File: src/common/l2_intc_pkg.sv
// Constants and carrier types for the second-level interrupt handler
package l2_intc_pkg;

  localparam int unsigned NUM_LINES = 16;

  // Handler register space (byte offsets)
  localparam logic [6:0] PEND_OFS      = 7'h00;
  localparam logic [6:0] MASK_OFS      = 7'h02;
  localparam logic [6:0] NSRC_OFS      = 7'h04;
  localparam logic [6:0] FSRC_OFS      = 7'h06;
  localparam logic [6:0] CTRL_OFS      = 7'h08;
  localparam logic [6:0] SWSET_OFS     = 7'h0A;
  localparam logic [6:0] LVL_BASE_OFS  = 7'h0C;
  localparam logic [6:0] LVL_STEP      = 7'h02;
  localparam logic [6:0] LVL_LAST_OFS  = 7'h2A;

  // Interface register space (byte offsets)
  localparam logic [6:0] SENSE_HI_OFS  = 7'h00;
  localparam logic [6:0] SENSE_LO_OFS  = 7'h02;

  // Field positions
  localparam int unsigned PRIO_MSB       = 5;
  localparam int unsigned PRIO_LSB       = 2;
  localparam int unsigned SENS_BIT       = 1;
  localparam int unsigned ROUTE_BIT      = 0;
  localparam int unsigned NORMAL_REL_BIT = 0;
  localparam int unsigned FAST_REL_BIT   = 1;
  localparam int unsigned HOST_SENSE_BIT = 7;
  localparam int unsigned NMI_SENSE_BIT  = 6;

  // Reset values
  localparam logic [15:0] PEND_RST     = 16'h0000;
  localparam logic [15:0] MASK_RST     = 16'hFFFF;
  localparam logic [3:0]  SRC_RST      = 4'h0;
  localparam logic [5:0]  LVL_RST      = 6'h00;
  localparam logic [7:0]  SENSE_HI_RST = 8'h00;
  localparam logic [15:0] SENSE_LO_RST = 16'h0000;
  localparam logic [15:0] READ_ZERO    = 16'h0000;

  // Cycles that a cleared request needs to leave the arbitration pipe
  localparam logic [1:0]  SETTLE_CYCLES = 2'h2;

  // One register access on the private peripheral bus
  typedef struct packed {
    logic        strobe;
    logic        write;
    logic        iface_space;
    logic [6:0]  addr;
    logic [15:0] wdata;
  } bus_req_t;

  typedef struct packed {
    logic        ack;
    logic [15:0] rdata;
  } bus_rsp_t;

  // Winner of one arbitration
  typedef struct packed {
    logic       valid;
    logic [3:0] line;
  } winner_t;

endpackage

File: src/verilog/l2_intc.sv
// Second-level interrupt handler with interface sensitivity registers
//
// Overview of operation
// - Edge inputs latch into pending register bits
// - Level inputs bypass latch, feed arbitration directly
// - Pending write: zero clears, one keeps
// - Mask bit one masks line; reset masks all
// - Best unmasked request held in hidden register
// - Priority in bits 5:2, zero most urgent
// - Equal priority prefers higher line number
// - Bit 1: zero rising edge, one level
// - Bit 0 routes to normal or fast
// - Idle output with winner asserts, records number
// - Source read clears edge pending; output stays
// - Control bit 0 releases normal output
// - Control bit 1 releases fast output
// - Release re-runs arbitration for next request
// - Software set rising bit fires edge lines only
// - Software set ORed before mask; reads zero
// - High interface register: host, nmi, channels
// - Low interface register: 16 bits, resets zero
// - All registers 16 bits on private bus
// - Level register x at twelve plus 2x
// - Single request reaches output in five cycles
`timescale 1ns/1ps
module l2_intc
  import l2_intc_pkg::*;
(
  input  wire logic        mclk,
  input  wire logic        resetn,
  input  wire logic [15:0] line_req,
  input  wire bus_req_t    bus_req,
  output bus_rsp_t         bus_rsp,
  output logic             normal_req,
  output logic             fast_req,
  output logic [7:0]       sense_select_high,
  output logic [15:0]      sense_select_low
);

  logic [15:0] in_reg,      in_next;
  logic [15:0] sw_reg,      sw_next;
  logic [15:0] prev_reg,    prev_next;
  logic [15:0] pend_reg,    pend_next;
  logic [15:0] mask_reg,    mask_next;
  logic [15:0] act_reg,     act_next;
  logic [15:0] live_reg,    live_next;
  logic [5:0]  lvl_reg [NUM_LINES];
  logic [5:0]  lvl_next [NUM_LINES];
  winner_t     nwin_reg,    nwin_next;
  winner_t     fwin_reg,    fwin_next;
  logic        nout_reg,    nout_next;
  logic        fout_reg,    fout_next;
  logic [3:0]  nsrc_reg,    nsrc_next;
  logic [3:0]  fsrc_reg,    fsrc_next;
  logic [1:0]  nhold_reg,   nhold_next;
  logic [1:0]  fhold_reg,   fhold_next;
  logic [7:0]  shi_reg,     shi_next;
  logic [15:0] slo_reg,     slo_next;
  bus_rsp_t    rsp_reg,     rsp_next;

  logic [15:0] edge_mode;
  logic [15:0] fast_route;
  logic [15:0] edge_in;
  logic [15:0] edge_set;
  logic        hwr;
  logic        hrd;
  logic        nrel;
  logic        frel;
  logic        iwr;
  logic        ird;
  logic [6:0]  lvl_ofs [NUM_LINES];

  // Lowest priority value wins; the later, higher line wins a tie
  function automatic winner_t arbitrate(input logic [15:0] act, input logic [15:0] route,
                                        input logic want_fast,
                                        input logic [5:0] lvl [NUM_LINES]);
    winner_t w;
    logic [3:0] best;
    w = '{valid: 1'b0, line: 4'h0};
    best = 4'hF;
    for (int i = 0; i < NUM_LINES; i++) begin
      if (act[i] && (route[i] == want_fast) &&
          (!w.valid || lvl[i][PRIO_MSB:PRIO_LSB] <= best)) begin
        w.valid = 1'b1;
        w.line  = 4'(i);
        best    = lvl[i][PRIO_MSB:PRIO_LSB];
      end
    end
    return w;
  endfunction

  always_comb begin
    for (int i = 0; i < NUM_LINES; i++) begin
      edge_mode[i]  = ~lvl_reg[i][SENS_BIT];
      fast_route[i] = lvl_reg[i][ROUTE_BIT];
      lvl_ofs[i]    = LVL_BASE_OFS + 7'(i) * LVL_STEP;
    end
  end

  assign hwr  = bus_req.strobe && bus_req.write && !bus_req.iface_space;
  assign hrd  = bus_req.strobe && !bus_req.write && !bus_req.iface_space;
  assign iwr  = bus_req.strobe && bus_req.write && bus_req.iface_space;
  assign ird  = bus_req.strobe && !bus_req.write && bus_req.iface_space;
  assign nrel = hwr && (bus_req.addr == CTRL_OFS) && bus_req.wdata[NORMAL_REL_BIT];
  assign frel = hwr && (bus_req.addr == CTRL_OFS) && bus_req.wdata[FAST_REL_BIT];

  // Request capture; the live stage keeps level latency equal to the edge path
  always_comb begin
    in_next   = line_req;
    live_next = in_reg;
    edge_in   = in_reg | sw_reg;
    prev_next = edge_in;
    sw_next   = sw_reg;
    if (hwr && bus_req.addr == SWSET_OFS) begin
      sw_next = bus_req.wdata;
    end
  end

  always_ff @(posedge mclk or negedge resetn) begin
    if (!resetn) begin
      in_reg   <= 16'h0000;
      live_reg <= 16'h0000;
      sw_reg   <= 16'h0000;
      prev_reg <= 16'h0000;
    end else begin
      in_reg   <= in_next;
      live_reg <= live_next;
      sw_reg   <= sw_next;
      prev_reg <= prev_next;
    end
  end

  // Pending register and active set
  always_comb begin
    edge_set  = edge_in & ~prev_reg & edge_mode;
    pend_next = pend_reg;
    if (hwr && bus_req.addr == PEND_OFS) begin
      pend_next = pend_next & bus_req.wdata;
    end
    // Only a raised output names a line; idle reads leave line 0 alone
    if (hrd && bus_req.addr == NSRC_OFS && nout_reg && edge_mode[nsrc_reg]) begin
      pend_next[nsrc_reg] = 1'b0;
    end
    if (hrd && bus_req.addr == FSRC_OFS && fout_reg && edge_mode[fsrc_reg]) begin
      pend_next[fsrc_reg] = 1'b0;
    end
    // A new edge in the same cycle as a clear wins
    pend_next = (pend_next | edge_set) & edge_mode;
    // Level lines see the live input only, never the software set
    act_next  = ((pend_reg & edge_mode) | (live_reg & ~edge_mode)) & ~mask_reg;
  end

  always_ff @(posedge mclk or negedge resetn) begin
    if (!resetn) begin
      pend_reg <= PEND_RST;
      act_reg  <= 16'h0000;
    end else begin
      pend_reg <= pend_next;
      act_reg  <= act_next;
    end
  end

  // Arbitration and output handshake
  always_comb begin
    nwin_next  = arbitrate(act_reg, fast_route, 1'b0, lvl_reg);
    fwin_next  = arbitrate(act_reg, fast_route, 1'b1, lvl_reg);
    nout_next  = nout_reg;
    fout_next  = fout_reg;
    nsrc_next  = nsrc_reg;
    fsrc_next  = fsrc_reg;
    nhold_next = (nhold_reg != 2'h0) ? nhold_reg - 2'h1 : 2'h0;
    fhold_next = (fhold_reg != 2'h0) ? fhold_reg - 2'h1 : 2'h0;
    // Hold-off lets a cleared request drain past the winner stage
    if (nrel) begin
      nout_next  = 1'b0;
      nsrc_next  = SRC_RST;
      nhold_next = SETTLE_CYCLES;
    end else if (!nout_reg && nhold_reg == 2'h0 && nwin_reg.valid) begin
      nout_next = 1'b1;
      nsrc_next = nwin_reg.line;
    end
    if (frel) begin
      fout_next  = 1'b0;
      fsrc_next  = SRC_RST;
      fhold_next = SETTLE_CYCLES;
    end else if (!fout_reg && fhold_reg == 2'h0 && fwin_reg.valid) begin
      fout_next = 1'b1;
      fsrc_next = fwin_reg.line;
    end
  end

  always_ff @(posedge mclk or negedge resetn) begin
    if (!resetn) begin
      nwin_reg  <= '0;
      fwin_reg  <= '0;
      nout_reg  <= 1'b0;
      fout_reg  <= 1'b0;
      nsrc_reg  <= SRC_RST;
      fsrc_reg  <= SRC_RST;
      nhold_reg <= 2'h0;
      fhold_reg <= 2'h0;
    end else begin
      nwin_reg  <= nwin_next;
      fwin_reg  <= fwin_next;
      nout_reg  <= nout_next;
      fout_reg  <= fout_next;
      nsrc_reg  <= nsrc_next;
      fsrc_reg  <= fsrc_next;
      nhold_reg <= nhold_next;
      fhold_reg <= fhold_next;
    end
  end

  // Configuration registers
  always_comb begin
    mask_next = mask_reg;
    shi_next  = shi_reg;
    slo_next  = slo_reg;
    for (int i = 0; i < NUM_LINES; i++) begin
      lvl_next[i] = lvl_reg[i];
    end
    // Interface sense bits only drive the outputs; the handler ignores them
    if (iwr && bus_req.addr == SENSE_HI_OFS) begin
      shi_next = bus_req.wdata[7:0];
    end
    if (iwr && bus_req.addr == SENSE_LO_OFS) begin
      slo_next = bus_req.wdata;
    end
    if (hwr && bus_req.addr == MASK_OFS) begin
      mask_next = bus_req.wdata;
    end
    for (int i = 0; i < NUM_LINES; i++) begin
      if (hwr && bus_req.addr == lvl_ofs[i]) begin
        lvl_next[i] = bus_req.wdata[5:0];
      end
    end
  end

  always_ff @(posedge mclk or negedge resetn) begin
    if (!resetn) begin
      mask_reg <= MASK_RST;
      shi_reg  <= SENSE_HI_RST;
      slo_reg  <= SENSE_LO_RST;
      for (int i = 0; i < NUM_LINES; i++) begin
        lvl_reg[i] <= LVL_RST;
      end
    end else begin
      mask_reg <= mask_next;
      shi_reg  <= shi_next;
      slo_reg  <= slo_next;
      for (int i = 0; i < NUM_LINES; i++) begin
        lvl_reg[i] <= lvl_next[i];
      end
    end
  end

  // Read path: a write answers with zero data
  always_comb begin
    rsp_next.ack   = bus_req.strobe;
    rsp_next.rdata = READ_ZERO;
    if (ird && bus_req.addr == SENSE_HI_OFS) begin
      rsp_next.rdata = {8'h00, shi_reg};
    end
    if (ird && bus_req.addr == SENSE_LO_OFS) begin
      rsp_next.rdata = slo_reg;
    end
    for (int i = 0; i < NUM_LINES; i++) begin
      if (hrd && bus_req.addr == lvl_ofs[i]) begin
        rsp_next.rdata = {10'h000, lvl_reg[i]};
      end
    end
    if (hrd) begin
      case (bus_req.addr)
        PEND_OFS:  rsp_next.rdata = pend_reg;
        MASK_OFS:  rsp_next.rdata = mask_reg;
        NSRC_OFS:  rsp_next.rdata = {12'h000, nsrc_reg};
        FSRC_OFS:  rsp_next.rdata = {12'h000, fsrc_reg};
        CTRL_OFS:  rsp_next.rdata = READ_ZERO;
        SWSET_OFS: rsp_next.rdata = READ_ZERO;
        default:   ;
      endcase
    end
  end

  always_ff @(posedge mclk or negedge resetn) begin
    if (!resetn) begin
      rsp_reg <= '0;
    end else begin
      rsp_reg <= rsp_next;
    end
  end

  assign bus_rsp           = rsp_reg;
  assign normal_req        = nout_reg;
  assign fast_req          = fout_reg;
  assign sense_select_high = shi_reg;
  assign sense_select_low  = slo_reg;

endmodule

File: config.mk
export PLATFORM = sky130hd
export DESIGN_NAME = l2_intc
export DESIGN_NICKNAME = d
export VERILOG_FILES = /design/src/common/l2_intc_pkg.sv /design/src/verilog/l2_intc.sv
export SDC_FILE = /design/constraint.sdc
export NUM_CORES = 1
export LEC_CHECK = 0
export ABC_AREA = 1
export BUFFER_PORTS_ARGS = -buffer_cell sky130_fd_sc_hd__buf_2
export CAP_MARGIN = 5
export CORE_AREA = 2 2 209 211
export CTS_CLUSTER_SIZE = 12
export DETAILED_ROUTE_END_ITERATION = 12
export DIE_AREA = 0 0 211 213
export SLEW_MARGIN = 20
export SYNTH_ARGS = -nofsm -noshare
export SYNTH_HDL_FRONTEND = slang
export SYNTH_SLANG_ARGS = --single-unit
File: constraint.sdc
create_clock -name mclk -period 18.9 [get_ports mclk]
set_input_delay 0.945 -clock mclk [delete_from_list [all_inputs] [get_ports mclk]]
set_output_delay 0.945 -clock mclk [all_outputs]
set_load 0.01 [all_outputs]
After elaboration in Yosys (flattened, before gate mapping). Cells that the tools add are included.

Bits in registers: 273. Output and inout bits: 43. Logic and storage cells: 442.

$add $sub $neg: 2. Magnitude comparators: 34. Eq/ne operators: 21. Mux-type cells: 105. Bitwise gates (word level): 49. Reductions and logical operators: 194.

Operator list (count): $mux 16 (21); $mux 5 (32); $and 16x16->16 (9); $mux 4 (34); $logic_and 1x1->1 (122); $le 4x4->1 (30); $not 16->16 (5); $pmux 16 s5 (1); $eq 7x5->1 const B (8); $or 16x16->16 (3); $eq 7x6->1 const B (6); $logic_not 1->1 (34); $not 1->1 (32); $logic_or 1x1->1 (30); $eq 7x4->1 const B (4); $eq 7x3->1 const B (2); $lt 4x5->1 const B (2); $bmux 1 s4 (2); $demux 1 s4 (2); $ge 4x1->1 const B (2); $mux 1 (8); $mux 2 (4); $mux 8 (1); $reduce_bool 2->1 (4); 5 further kinds (7).

Logic depth before layout (Yosys ltp). Gate-level depths: netlist (run 1).

Word-level depth: 63. Depth in mapped cells: 140.

Worst setup path after synthesis (run 1). No wires, ideal clock.

Kind: reg2reg. Start: register lvl_reg, in the netlist fast_route[0]. End: register nwin_reg[2] (netlist name). Data arrival time: 17.448 ns. Setup slack: 1.332 ns. Stages on the path, launching flop included: 120. Clock period less this slack: 17.568 ns. Cells stage by stage: dfrtp_1 > nor2_1 > inv_1 > nor2_1 > ha_1 > inv_1 > nor2_1 > o21ai_0 > nand3b_1 > a31o_2 > o21ai_0 > ha_1 > inv_1 > nor2_1 > o211ai_1 > nand2_1 > nand3_1 > nand2_1 > [84 not listed] > ha_1 > inv_1 > nor2_1 > o21ai_0 > a32oi_1 > nand2_1 > nand3_1 > nand2_1 > o21ai_0 > ha_1 > nand2_1 > o21bai_1 > a221o_1 > nand3_1 > nand2_1 > inv_1 > and3_1 > nand2_1.

RTL lines: from (decl) (line l2_intc.sv:47) `logic [5:0] lvl_reg [NUM_LINES];`; from (signal, indexed assignment) (line l2_intc.sv:252) `lvl_reg[i] <= lvl_next[i];`; to (signal assigned) (line l2_intc.sv:203) `nwin_reg <= nwin_next;`; to (decl) (line l2_intc.sv:49) `winner_t nwin_reg, nwin_next;`.

==> metrics.txt, run 1 <==
# TYPE chip_impl_metric gauge
chip_impl_info{name="run_status",value="complete, no violations"} 1
chip_impl_metric{name="hold_violations",unit=""} 0
chip_impl_metric{name="final_setup_violations",unit=""} 0
chip_impl_metric{name="grt_remaining_overflow",unit=""} 0
chip_impl_metric{name="data_required_time_at_the_worst_endpoint",unit="ns"} 19.32
chip_impl_metric{name="finalWirelength",unit="mm"} 52.4
chip_impl_metric{name="design.core.area",unit="sq um"} 42700
chip_impl_metric{name="via_count",unit=""} 15200
chip_impl_metric{name="cpPeakStageDelay",unit="ns"} 0.46
chip_impl_metric{name="final_max_slew_viol_count",unit=""} 0
chip_impl_info{name="worst_r2r_startpoint",value="fast_route[0]$_DFFE_PN0P_"} 1
chip_impl_metric{name="cap_violations",unit=""} 0
chip_impl_metric{name="post_route_ant_nets",unit=""} 0
chip_impl_metric{name="cp_data_arrival_time",unit="ns"} 18.10
chip_impl_metric{name="ys_seq_area_share",unit="%"} 41.5
chip_impl_metric{name="drt_first_iter_violations",unit=""} 1189
chip_impl_metric{name="wl_per_cell",unit="microns"} 18.8
chip_impl_info{name="hold_start",value="in_reg[4]$_DFF_PN0_"} 1
chip_impl_metric{name="die_area",unit="sq um"} 44900
chip_impl_metric{name="die_y",unit="microns"} 213
chip_impl_info{name="worstSetupStartpointType",value="flip-flop"} 1
chip_impl_metric{name="grtUsageTotal",unit="%"} 23.3
chip_impl_metric{name="yosysUniqueCellTypes",unit=""} 42
chip_impl_metric{name="ctsHtreeMaxLevel",unit=""} 1
chip_impl_metric{name="synth_top_cell_area_share",unit="%"} 39.0
chip_impl_metric{name="io_buffers",unit=""} 86
chip_impl_metric{name="area_of_the_multi_input_gates",unit="sq um"} 8600
chip_impl_metric{name="ys_warn_count",unit=""} 0
chip_impl_metric{name="syn_area",unit="sq um"} 16500
chip_impl_info{name="postSynth.topFlopCell",value="sky130_fd_sc_hd__dfrtp_1"} 1
chip_impl_metric{name="synthesis.nets",unit=""} 2279
chip_impl_metric{name="fillerInstances",unit=""} 4249
chip_impl_metric{name="globalplace.congestion",unit=""} 1.02
chip_impl_metric{name="worst_clock_skew",unit="ns"} 0.0145
chip_impl_metric{name="grt_first_pass_wirelength",unit="mm"} 82.0
chip_impl_metric{name="clock_latency",unit="ns"} 0.54
chip_impl_metric{name="synth-seq-cells",unit=""} 273
chip_impl_metric{name="postCtsHoldBufs",unit=""} 0
chip_impl_metric{name="critical_path.max_fanout",unit=""} 11
chip_impl_info{name="synth.area.top_cells",value="sky130_fd_sc_hd__dfrtp_1 39%, sky130_fd_sc_hd__nand2_1 12%, sky130_fd_sc_hd__o21ai_0 9.0%"} 1
chip_impl_info{name="worst_path_dominant_cell_family",value="compound AO/OA/AOI/OAI gates"} 1
chip_impl_metric{name="cts_buffer_depth",unit=""} 3
chip_impl_metric{name="layout.cell_area.non_filler",unit="sq um"} 18600
chip_impl_metric{name="largest_net_degree_at_the_start_of_global_routing",unit=""} 133
chip_impl_metric{name="numClockSinks",unit=""} 273
chip_impl_metric{name="initial_util",unit="%"} 38.6
chip_impl_metric{name="utilization",unit="%"} 43.7
chip_impl_metric{name="holdWs",unit="ns"} 0.367
chip_impl_info{name="most_repeated_library_cell_on_the_critical_path",value="sky130_fd_sc_hd__nand2_1"} 1
chip_impl_metric{name="area.sequential",unit="sq um"} 6850
chip_impl_metric{name="worstPathBufferInverterCount",unit=""} 16
chip_impl_metric{name="num_io_pins",unit=""} 87
chip_impl_metric{name="num-nets-final",unit=""} 2374
chip_impl_info{name="clockRootBuffer",value="sky130_fd_sc_hd__clkbuf_16"} 1
chip_impl_metric{name="share_of_cells_above_drive_strength_1",unit="%"} 12.6
chip_impl_info{name="min_path_type",value="flip-flop to flip-flop"} 1
chip_impl_metric{name="drt_pre_antenna_iters",unit=""} 6
chip_impl_metric{name="placedInstanceArea",unit="sq um"} 17500
chip_impl_metric{name="areaGrowthSynthToFinish",unit="%"} 13.1
chip_impl_metric{name="asyncSetResetFlopFracSynth",unit="%"} 100
chip_impl_metric{name="grt_pass1_vias",unit=""} 15000
chip_impl_metric{name="avgSynthCellArea",unit="sq um"} 7.74
chip_impl_metric{name="final.min_clock_period",unit="ns"} 17.68
chip_impl_metric{name="dp.final_hpwl",unit="mm"} 39.8
chip_impl_metric{name="post_synth_inst_count",unit=""} 2130
chip_impl_info{name="critical_path.slowest_cell",value="sky130_fd_sc_hd__dfrtp_2"} 1
chip_impl_info{name="setup.worst_path.class",value="flip-flop to flip-flop"} 1
chip_impl_metric{name="die_x",unit="microns"} 211
chip_impl_metric{name="final.period_utilization",unit="%"} 93.5
chip_impl_metric{name="worst-slew-pin-transition",unit="ns"} 1.07
chip_impl_info{name="cp-startpoint",value="fast_route[0]$_DFFE_PN0P_"} 1
chip_impl_metric{name="max_ffs_per_register",unit=""} 80
chip_impl_info{name="yosysTopAreaCell",value="sky130_fd_sc_hd__dfrtp_1"} 1
chip_impl_metric{name="clkTransAtPathRegs",unit="ns"} 0.06
chip_impl_metric{name="drc_errors",unit=""} 0
chip_impl_metric{name="max_slew_headroom",unit="%"} 28.3
chip_impl_metric{name="number_of_clock_buffers_inserted_by_tritoncts",unit=""} 27
chip_impl_metric{name="synth_enable_flop_cells",unit=""} 0
chip_impl_metric{name="std_cell_rows",unit=""} 76
chip_impl_info{name="setup.worst_path.end_class",value="flip-flop"} 1
chip_impl_metric{name="initial_antenna_violation_count",unit=""} 2
chip_impl_info{name="tritoncts",value="done"} 1
chip_impl_metric{name="vias_per_cell",unit=""} 5.46
chip_impl_metric{name="fmaxAchievable",unit="MHz"} 56.6
## kinds of logic (layout without fill, tap and decap cells)
logic type	count (synthesis)	after routing	share of synthesized area, %
other cells	0	2	0
compound gates	520	526	18.8
flops	273	273	41.5
simple gates	897	897	24.0
buf+inv	335	443	7.71
fa+ha+maj	105	105	7.96
## Yosys cell counts, drive strengths merged (16+ instances only)
library cell  number
dfrtp            257
nor2             121
a21oi             63
ha               105
o21bai            42
inv              284
nand4             21
a22o              20
a221oi            21
nor3              19
nand2            590
o21ai            303
or2               19
clkbuf            49
dfstp             16
o221ai            22
nand3            119
## worst register-to-register path, delay by kind of cell, from the launching register on
family,cells,cell delay (ns)
AOI/OAI and AO/OA,49,7.64
adders and majority gates,15,4.46
buffers and inverters,16,1.13
DFF,1,0.46
and+or+nand+nor,43,3.87
## repair_timing
| item | in CTS | in global routing |
|---|---|---|
| setup buffers | 0 | 8 |
| cloned | 0 | 6 |
| resized for setup | 9 | 69 |
| pin swaps | 0 | 16 |
| setup endpoints to repair | 4 | 7 |
## cell type report
class / count / area share (%)
diodes: 2 / 0.0268
inverters: 284 / 5.72
well taps: 546 / 3.66
clock buffers: 45 / 3.99
flip-flops and latches: 273 / 36.7
multi-input cells: 1528 / 46.1
clock inverters: 3 / 0.349
repair buffers: 111 / 3.39
## per-layer routing
| layer | part of all wire [%] | routed length (microns) | track usage [%] |
|---|---|---|---|
| met5 | 0 | 0 | 0 |
| met4 | 3.9 | 2040 | 9.35 |
| met3 | 5.8 | 3050 | 2.47 |
| met2 | 47 | 24500 | 39.3 |
| met1 | 43 | 22800 | 30.7 |
## layout by cell type (no fill, tap or decap), types with 7 or more instances in the layout
cell | netlist | final
sky130_fd_sc_hd__dfstp_2 | 16 | 16
sky130_fd_sc_hd__o22ai_1 | 12 | 12
sky130_fd_sc_hd__buf_2 | 0 | 85
sky130_fd_sc_hd__o21ai_1 | 7 | 33
sky130_fd_sc_hd__clkbuf_1 | 49 | 18
sky130_fd_sc_hd__inv_1 | 283 | 283
sky130_fd_sc_hd__or2_2 | 19 | 19
sky130_fd_sc_hd__o221ai_1 | 22 | 22
sky130_fd_sc_hd__nand2_2 | 33 | 35
sky130_fd_sc_hd__o21ai_0 | 296 | 260
sky130_fd_sc_hd__nor2_1 | 115 | 112
sky130_fd_sc_hd__nand3_1 | 102 | 101
sky130_fd_sc_hd__nor3_1 | 19 | 17
sky130_fd_sc_hd__a22o_1 | 20 | 20
sky130_fd_sc_hd__a21oi_1 | 63 | 63
sky130_fd_sc_hd__o211ai_1 | 7 | 7
sky130_fd_sc_hd__buf_4 | 0 | 24
sky130_fd_sc_hd__o21bai_1 | 41 | 41
sky130_fd_sc_hd__ha_1 | 105 | 105
sky130_fd_sc_hd__nand2_1 | 542 | 537
sky130_fd_sc_hd__clkbuf_16 | 0 | 27
sky130_fd_sc_hd__a221oi_1 | 21 | 21
sky130_fd_sc_hd__nand3_2 | 17 | 17
sky130_fd_sc_hd__dfrtp_1 | 257 | 256
sky130_fd_sc_hd__nand2_4 | 15 | 18
sky130_fd_sc_hd__o21ai_2 | 0 | 7
sky130_fd_sc_hd__nand4_1 | 21 | 21
sky130_fd_sc_hd__nor2_2 | 6 | 9
sky130_fd_sc_hd__o21ai_4 | 0 | 9
## worst paths after layout
kind	cells past startpoint	to	slack [ns]
max reg2reg	123	nwin_reg[3]$_DFF_PN0_	1.22
min in group asynchronous	1	sw_reg[14]$_DFFE_PN0P_	0.46
min reg2reg	0	live_reg[4]$_DFF_PN0_	0.37
max	123	nwin_reg[3]$_DFF_PN0_	1.22
min	0	live_reg[4]$_DFF_PN0_	0.37
max in group asynchronous	3	fast_route[0]$_DFFE_PN0P_	16.31
## metrics by stage
stage          setup TNS [ns]  cells  setup WS (ns)
6_report                    0   2792           1.22
5_1_grt                -0.716   2790         -0.298
4_1_cts                     0   2776         0.0341
3_5_place_dp            -4.69   2728          -1.28
3_3_place_gp                0   2728         0.0256
2_1_floorplan               0   2130           1.33
Power of run 1 is left out: the tool's default activity adds up to more than one toggle a clock period on the data nets, which glitch-free logic cannot reach.
==> inputs of run 2 (changes only) <==
--- a/config.mk
+++ b/config.mk
@@ -10,6 +10,9 @@
 export CAP_MARGIN = 5
-export CORE_AREA = 2 2 209 211
+export CELL_PAD_IN_SITES_DETAIL_PLACEMENT = 1
+export CELL_PAD_IN_SITES_GLOBAL_PLACEMENT = 2
+export CORE_AREA = 2 2 203 255
 export CTS_CLUSTER_SIZE = 12
 export DETAILED_ROUTE_END_ITERATION = 12
-export DIE_AREA = 0 0 211 213
+export DIE_AREA = 0 0 205 257
+export PLACE_DENSITY_LB_ADDON = 0.1
 export SLEW_MARGIN = 20
==> constraint.sdc (replaced) <==
create_clock -name mclk -period 18.9 [get_ports mclk]
set_input_delay 3.78 -clock mclk [delete_from_list [all_inputs] [get_ports mclk]]
set_output_delay 3.78 -clock mclk [all_outputs]
set_load 0.01 [all_outputs]
==> run 2 against run 1 <==
Register-to-register slack improved by 0.03 ns. Worst setup slack improved by 0.033 ns. Non-clock buffer count up 12. Sequential share of layout area down 0.97 points. Clock skew is 0.012 ns higher. First-iteration DRC count shrank 44%. Final area grew 2.7%. Die area grew 17%. Via count is 0.44% higher. Maximum frequency is 0.18% higher. Critical path type unchanged. Highest routed layer unchanged.
==> metrics.txt, run 2 (same netlist as run 1, synthesis figures left out) <==
# TYPE chip_impl_metric gauge
chip_impl_metric{name="globalplace.congestion",unit=""} 0.946
chip_impl_metric{name="data_required_time_at_the_worst_endpoint",unit="ns"} 19.33
chip_impl_metric{name="setup_tns",unit="ns"} 0
chip_impl_info{name="min_path_type",value="flip-flop to flip-flop"} 1
chip_impl_info{name="most_repeated_library_cell_on_the_critical_path",value="sky130_fd_sc_hd__nand2_1"} 1
chip_impl_metric{name="final_max_slew_viol_count",unit=""} 0
chip_impl_metric{name="final_setup_violations",unit=""} 0
chip_impl_metric{name="finalWirelength",unit="mm"} 62.3
chip_impl_metric{name="final.setup.worst_slack",unit="ns"} 1.26
chip_impl_metric{name="num_io_pins",unit=""} 87
chip_impl_info{name="setup.worst_path.class",value="flip-flop to flip-flop"} 1
chip_impl_metric{name="vias_per_cell",unit=""} 5.24
chip_impl_metric{name="cp_data_arrival_time",unit="ns"} 18.08
chip_impl_metric{name="clkTransAtPathRegs",unit="ns"} 0.06
chip_impl_metric{name="largest_net_degree_at_the_start_of_global_routing",unit=""} 100
chip_impl_metric{name="min_path_cells",unit=""} 0
chip_impl_metric{name="max_slew_headroom",unit="%"} 24.2
chip_impl_metric{name="cpPeakStageDelay",unit="ns"} 0.40
chip_impl_metric{name="grtUsageTotal",unit="%"} 23.7
chip_impl_info{name="critical_path.slowest_cell",value="sky130_fd_sc_hd__dfrtp_1"} 1
chip_impl_metric{name="final.period_utilization",unit="%"} 93.4
chip_impl_metric{name="drt_pre_antenna_iters",unit=""} 5
chip_impl_metric{name="design.core.area",unit="sq um"} 50200
chip_impl_metric{name="share_of_cells_above_drive_strength_1",unit="%"} 14.4
chip_impl_info{name="run_status",value="complete, no violations"} 1
chip_impl_metric{name="num-nets-final",unit=""} 2390
chip_impl_info{name="layout_commonest_cell",value="sky130_fd_sc_hd__nand2_1"} 1
chip_impl_metric{name="grt_first_pass_wirelength",unit="mm"} 96.0
chip_impl_metric{name="critical_path.max_fanout",unit=""} 11
chip_impl_metric{name="io_buffers",unit=""} 86
chip_impl_metric{name="initial_antenna_violation_count",unit=""} 2
chip_impl_metric{name="grt_remaining_overflow",unit=""} 0
chip_impl_metric{name="worst_clock_skew",unit="ns"} 0.0266
chip_impl_metric{name="die_area",unit="sq um"} 52700
chip_impl_metric{name="std_cell_rows",unit=""} 92
chip_impl_metric{name="ctsHtreeMaxLevel",unit=""} 1
chip_impl_metric{name="reg2regPathDepth",unit=""} 121
chip_impl_metric{name="holdWs",unit="ns"} 0.370
chip_impl_metric{name="dp_worst_setup_slack",unit="ns"} -1.85
chip_impl_info{name="clockRootBuffer",value="sky130_fd_sc_hd__clkbuf_16"} 1
chip_impl_metric{name="fmaxAchievable",unit="MHz"} 56.7
chip_impl_metric{name="initial_util",unit="%"} 32.9
chip_impl_metric{name="fillerInstances",unit=""} 6201
chip_impl_info{name="commonest_cells_after_routing_fill_and_taps_aside",value="533 x sky130_fd_sc_hd__nand2_1, 282 x sky130_fd_sc_hd__inv_1, 256 x sky130_fd_sc_hd__dfrtp_1"} 1
chip_impl_info{name="setup.worst_path.end_class",value="flip-flop"} 1
chip_impl_info{name="tritoncts",value="done"} 1
chip_impl_metric{name="dp.final_hpwl",unit="mm"} 48.0
chip_impl_metric{name="clock_latency",unit="ns"} 0.57
chip_impl_info{name="worstSetupStartpointType",value="flip-flop"} 1
chip_impl_metric{name="drt_first_iter_violations",unit=""} 671
chip_impl_metric{name="wl_per_cell",unit="microns"} 21.3
chip_impl_metric{name="drc_errors",unit=""} 0
chip_impl_metric{name="cts_buffer_depth",unit=""} 3
chip_impl_metric{name="worst-slew-pin-transition",unit="ns"} 1.14
chip_impl_metric{name="final.min_clock_period",unit="ns"} 17.64
chip_impl_metric{name="reg2reg_setup_slack",unit="ns"} 1.26
chip_impl_metric{name="grt_pass1_vias",unit=""} 16300
chip_impl_metric{name="max_ffs_per_register",unit=""} 80
chip_impl_metric{name="cap_violations",unit=""} 0
chip_impl_metric{name="post_route_ant_nets",unit=""} 0
chip_impl_metric{name="die_x",unit="microns"} 205
chip_impl_metric{name="via_count",unit=""} 15300
chip_impl_metric{name="utilization",unit="%"} 38.2
chip_impl_metric{name="die_y",unit="microns"} 257
chip_impl_metric{name="areaGrowthSynthToFinish",unit="%"} 16.1
chip_impl_metric{name="number_of_clock_buffers_inserted_by_tritoncts",unit=""} 29
chip_impl_metric{name="numClockSinks",unit=""} 273
chip_impl_metric{name="hold_violations",unit=""} 0
## run 2: area by class of cell
class / count / area (sq um) / area share (%)
antenna: 2 / 5.00 / 0.0261
inverter: 284 / 1070 / 5.57
timing repair buffer: 123 / 722 / 3.77
sequential: 273 / 6850 / 35.8
clock inverter: 8 / 146 / 0.764
multi-input combinational: 1530 / 8710 / 45.5
clock buffer: 46 / 830 / 4.33
tap: 658 / 823 / 4.30
## run 2: per-layer routing
metal	share of wire (%)	vias up	track usage (%)
met5	0	-	0
met4	2.5	0	5.80
met3	2.7	77	1.93
met2	51	234	43.6
met1	43	7638	29.7
li1	-	7366	-
## run 2: timing repair
| action | 4_1_cts | 5_1_grt |
|---|---|---|
| pin swaps | 0 | 25 |
| hold endpoints to repair | 0 | 0 |
| gates resized for setup | 19 | 91 |
| cloned | 0 | 9 |
| setup endpoints to repair | 4 | 8 |
| hold buffers | 0 | 0 |
| setup buffers | 0 | 16 |
## run 2: stage by stage
step | cell area [sq um] | instances
after global routing | 19100 | 2922
after global placement | 17700 | 2843
after CTS | 18800 | 2897
after floorplan | 16500 | 2130
final | 19200 | 2924
after detailed placement | 17700 | 2843
## run 2: worst max-delay path: cells and delay by family, from the launching register on
kind | cells | cell delay, ns
adders and majority gates | 15 | 4.31
DFF | 1 | 0.40
buffers and inverters | 15 | 1.24
and+or+nand+nor | 43 | 3.83
AOI/OAI and AO/OA | 48 | 7.65
## run 2: path summary, 6_finish.rpt
check,startpoint,endpoint
worst min register to register,in_reg[5]$_DFF_PN0_,live_reg[5]$_DFF_PN0_
worst max-delay path,act_reg[0]$_DFF_PN0_,nwin_reg[2]$_DFF_PN0_
worst min-delay path,in_reg[5]$_DFF_PN0_,live_reg[5]$_DFF_PN0_
worst max register to register,act_reg[0]$_DFF_PN0_,nwin_reg[2]$_DFF_PN0_
max in group asynchronous,resetn,fast_route[9]$_DFFE_PN0P_
min in group asynchronous,resetn,bus_rsp[6]$_DFF_PN0_
Power of run 2 is left out for the same reason.
==> inputs of run 3 (changes only) <==
BUFFER_PORTS_ARGS = default   (was -buffer_cell sky130_fd_sc_hd__buf_2)
CORE_AREA = 2 2 198 248   (was 2 2 203 255)
DIE_AREA = 0 0 200 250   (was 0 0 205 257)
DONT_BUFFER_PORTS = 1   (was default)
PLACE_DENSITY = 0.8   (was default)
PLACE_DENSITY_LB_ADDON = default   (was 0.1)
==> run 3 against run 2 <==
Clock skew shrank 0.0071 ns. Non-clock buffer count shrank 91. Final cell count shrank 3.8%. Hold slack gained 0.00082 ns. Global-route usage grew 0.27 points. Routed wire length shrank 4.0%. Die area shrank 5.1%. Final area shrank 3.4%. Sequential share of layout area grew 1.3 points. Clock-buffer cell count shrank 1.
==> metrics.txt, run 3 (same netlist as run 1, synthesis figures left out) <==
# TYPE chip_impl_metric gauge
chip_impl_metric{name="die_x",unit="microns"} 200
chip_impl_info{name="worstSetupStartpointType",value="flip-flop"} 1
chip_impl_metric{name="grt_pass1_vias",unit=""} 16000
chip_impl_metric{name="max_ffs_per_register",unit=""} 80
chip_impl_metric{name="final.period_utilization",unit="%"} 93.8
chip_impl_info{name="min_path_type",value="flip-flop to flip-flop"} 1
chip_impl_metric{name="fmaxAchievable",unit="MHz"} 56.4
chip_impl_metric{name="data_required_time_at_the_worst_endpoint",unit="ns"} 19.33
chip_impl_info{name="most_repeated_library_cell_on_the_critical_path",value="sky130_fd_sc_hd__nand2_1"} 1
chip_impl_metric{name="worst-slew-pin-transition",unit="ns"} 1.18
chip_impl_metric{name="setup_tns",unit="ns"} 0
chip_impl_metric{name="final_max_slew_viol_count",unit=""} 0
chip_impl_metric{name="dp_worst_setup_slack",unit="ns"} -2.14
chip_impl_metric{name="clkTransAtPathRegs",unit="ns"} 0.06
chip_impl_metric{name="worst_clock_skew",unit="ns"} 0.0195
chip_impl_metric{name="areaGrowthSynthToFinish",unit="%"} 12.1
chip_impl_info{name="clockRootBuffer",value="sky130_fd_sc_hd__clkbuf_16"} 1
chip_impl_metric{name="die_y",unit="microns"} 250
chip_impl_metric{name="cp_data_arrival_time",unit="ns"} 18.16
chip_impl_metric{name="initial_antenna_violation_count",unit=""} 0
chip_impl_metric{name="cpPeakStageDelay",unit="ns"} 0.46
chip_impl_metric{name="ctsHtreeMaxLevel",unit=""} 1
chip_impl_metric{name="max_slew_headroom",unit="%"} 21.2
chip_impl_info{name="tritoncts",value="done"} 1
chip_impl_metric{name="holdWs",unit="ns"} 0.371
chip_impl_metric{name="grt_first_pass_wirelength",unit="mm"} 92.0
chip_impl_metric{name="cap_violations",unit=""} 0
chip_impl_metric{name="clock_latency",unit="ns"} 0.56
chip_impl_metric{name="finalWirelength",unit="mm"} 59.9
chip_impl_info{name="critical_path.slowest_cell",value="sky130_fd_sc_hd__dfrtp_2"} 1
chip_impl_metric{name="grt_remaining_overflow",unit=""} 0
chip_impl_metric{name="numClockSinks",unit=""} 273
chip_impl_info{name="setup.worst_path.class",value="flip-flop to flip-flop"} 1
chip_impl_metric{name="wl_per_cell",unit="microns"} 21.3
chip_impl_metric{name="largest_net_degree_at_the_start_of_global_routing",unit=""} 274
chip_impl_metric{name="io_buffers",unit=""} 0
chip_impl_metric{name="drt_first_iter_violations",unit=""} 799
chip_impl_metric{name="grtUsageTotal",unit="%"} 24.0
chip_impl_metric{name="vias_per_cell",unit=""} 5.34
chip_impl_metric{name="design.core.area",unit="sq um"} 47900
chip_impl_metric{name="num_antenna_cells",unit=""} 0
chip_impl_metric{name="postCtsHoldBufs",unit=""} 0
chip_impl_info{name="layout_commonest_cell",value="sky130_fd_sc_hd__nand2_1"} 1
chip_impl_info{name="setup.worst_path.end_class",value="flip-flop"} 1
chip_impl_metric{name="number_of_clock_buffers_inserted_by_tritoncts",unit=""} 28
chip_impl_metric{name="post_route_ant_nets",unit=""} 0
chip_impl_info{name="commonest_cells_after_routing_fill_and_taps_aside",value="534 x sky130_fd_sc_hd__nand2_1, 282 x sky130_fd_sc_hd__inv_1, 255 x sky130_fd_sc_hd__dfrtp_1"} 1
chip_impl_metric{name="dp.final_hpwl",unit="mm"} 45.6
chip_impl_metric{name="final.setup.worst_slack",unit="ns"} 1.17
chip_impl_metric{name="hold_violations",unit=""} 0
chip_impl_metric{name="cts_buffer_depth",unit=""} 3
chip_impl_metric{name="fillerInstances",unit=""} 5779
chip_impl_metric{name="final_setup_violations",unit=""} 0
chip_impl_metric{name="die_area",unit="sq um"} 50000
chip_impl_metric{name="initial_util",unit="%"} 34.5
chip_impl_metric{name="num-nets-final",unit=""} 2298
chip_impl_metric{name="final.min_clock_period",unit="ns"} 17.73
chip_impl_metric{name="drt_pre_antenna_iters",unit=""} 5
chip_impl_metric{name="std_cell_rows",unit=""} 90
chip_impl_info{name="run_status",value="complete, no violations"} 1
chip_impl_metric{name="critical_path.max_fanout",unit=""} 10
chip_impl_metric{name="globalplace.congestion",unit=""} 0.903
chip_impl_metric{name="via_count",unit=""} 15000
chip_impl_metric{name="drc_errors",unit=""} 0
chip_impl_metric{name="share_of_cells_above_drive_strength_1",unit="%"} 10.6
chip_impl_metric{name="num_io_pins",unit=""} 87
[run 3: final timing paths]
kind / start / end / slack, ns / cells after the start
worst max-delay path: fast_route[0]$_DFFE_PN0P_ / nwin_reg[3]$_DFF_PN0_ / 1.17 / 123
worst min-delay path: in_reg[10]$_DFF_PN0_ / live_reg[10]$_DFF_PN0_ / 0.37 / 0
worst max register to register: fast_route[0]$_DFFE_PN0P_ / nwin_reg[3]$_DFF_PN0_ / 1.17 / 123
worst min register to register: in_reg[10]$_DFF_PN0_ / live_reg[10]$_DFF_PN0_ / 0.37 / 0
max in group asynchronous: resetn / mask_reg[11]$_DFFE_PN1P_ / 15.51 / 0
min in group asynchronous: resetn / sense_select_high[7]$_DFFE_PN0P_ / 2.91 / 0
[run 3: routing by layer]
layer / part of all wire [%] / GRT usage (%) / up-vias
met5: 0 / 0 / -
met4: 2.7 / 6.39 / 0
met3: 2.9 / 2.22 / 79
met2: 53 / 45.5 / 259
met1: 41 / 28.3 / 7518
li1: - / - / 7170
[run 3: what timing repair did]
action                                  in CTS  in global routing
gates cloned                                 0                  8
gates resized for setup                     19                 88
buffers inserted                             0                 17
endpoints found under the setup margin       4                  8
pin swaps                                    0                 30
[run 3: per-stage QoR]
step,std cells,instance area (sq um),utilization [%]
final,2812,18500,38.6
after CTS,2787,18100,37.9
after detailed placement,2738,17200,36.0
after global routing,2812,18500,38.6
after global placement,2738,17200,36.0
after floorplan,2130,16500,-
[run 3: final cells by class]
type / instances / area [sq um] / area share, %
multi-input cells: 1530 / 8700 / 47.0
flip-flops and latches: 273 / 6850 / 37.1
inverters: 284 / 1070 / 5.76
clock buffers: 45 / 806 / 4.36
well taps: 644 / 806 / 4.36
repair buffers: 32 / 240 / 1.30
clock inverters: 4 / 26.3 / 0.142
[run 3: worst max-delay path: cells and delay by family (launching register included)]
kind,cells,cell delay (ns)
AO/OA/AOI/OAI,47,7.13
flip-flops,1,0.46
buffers and inverters,15,1.15
AND/OR/NAND/NOR,46,4.38
adder cells (fa/ha/maj),15,4.46
Power of run 3 is left out for the same reason.
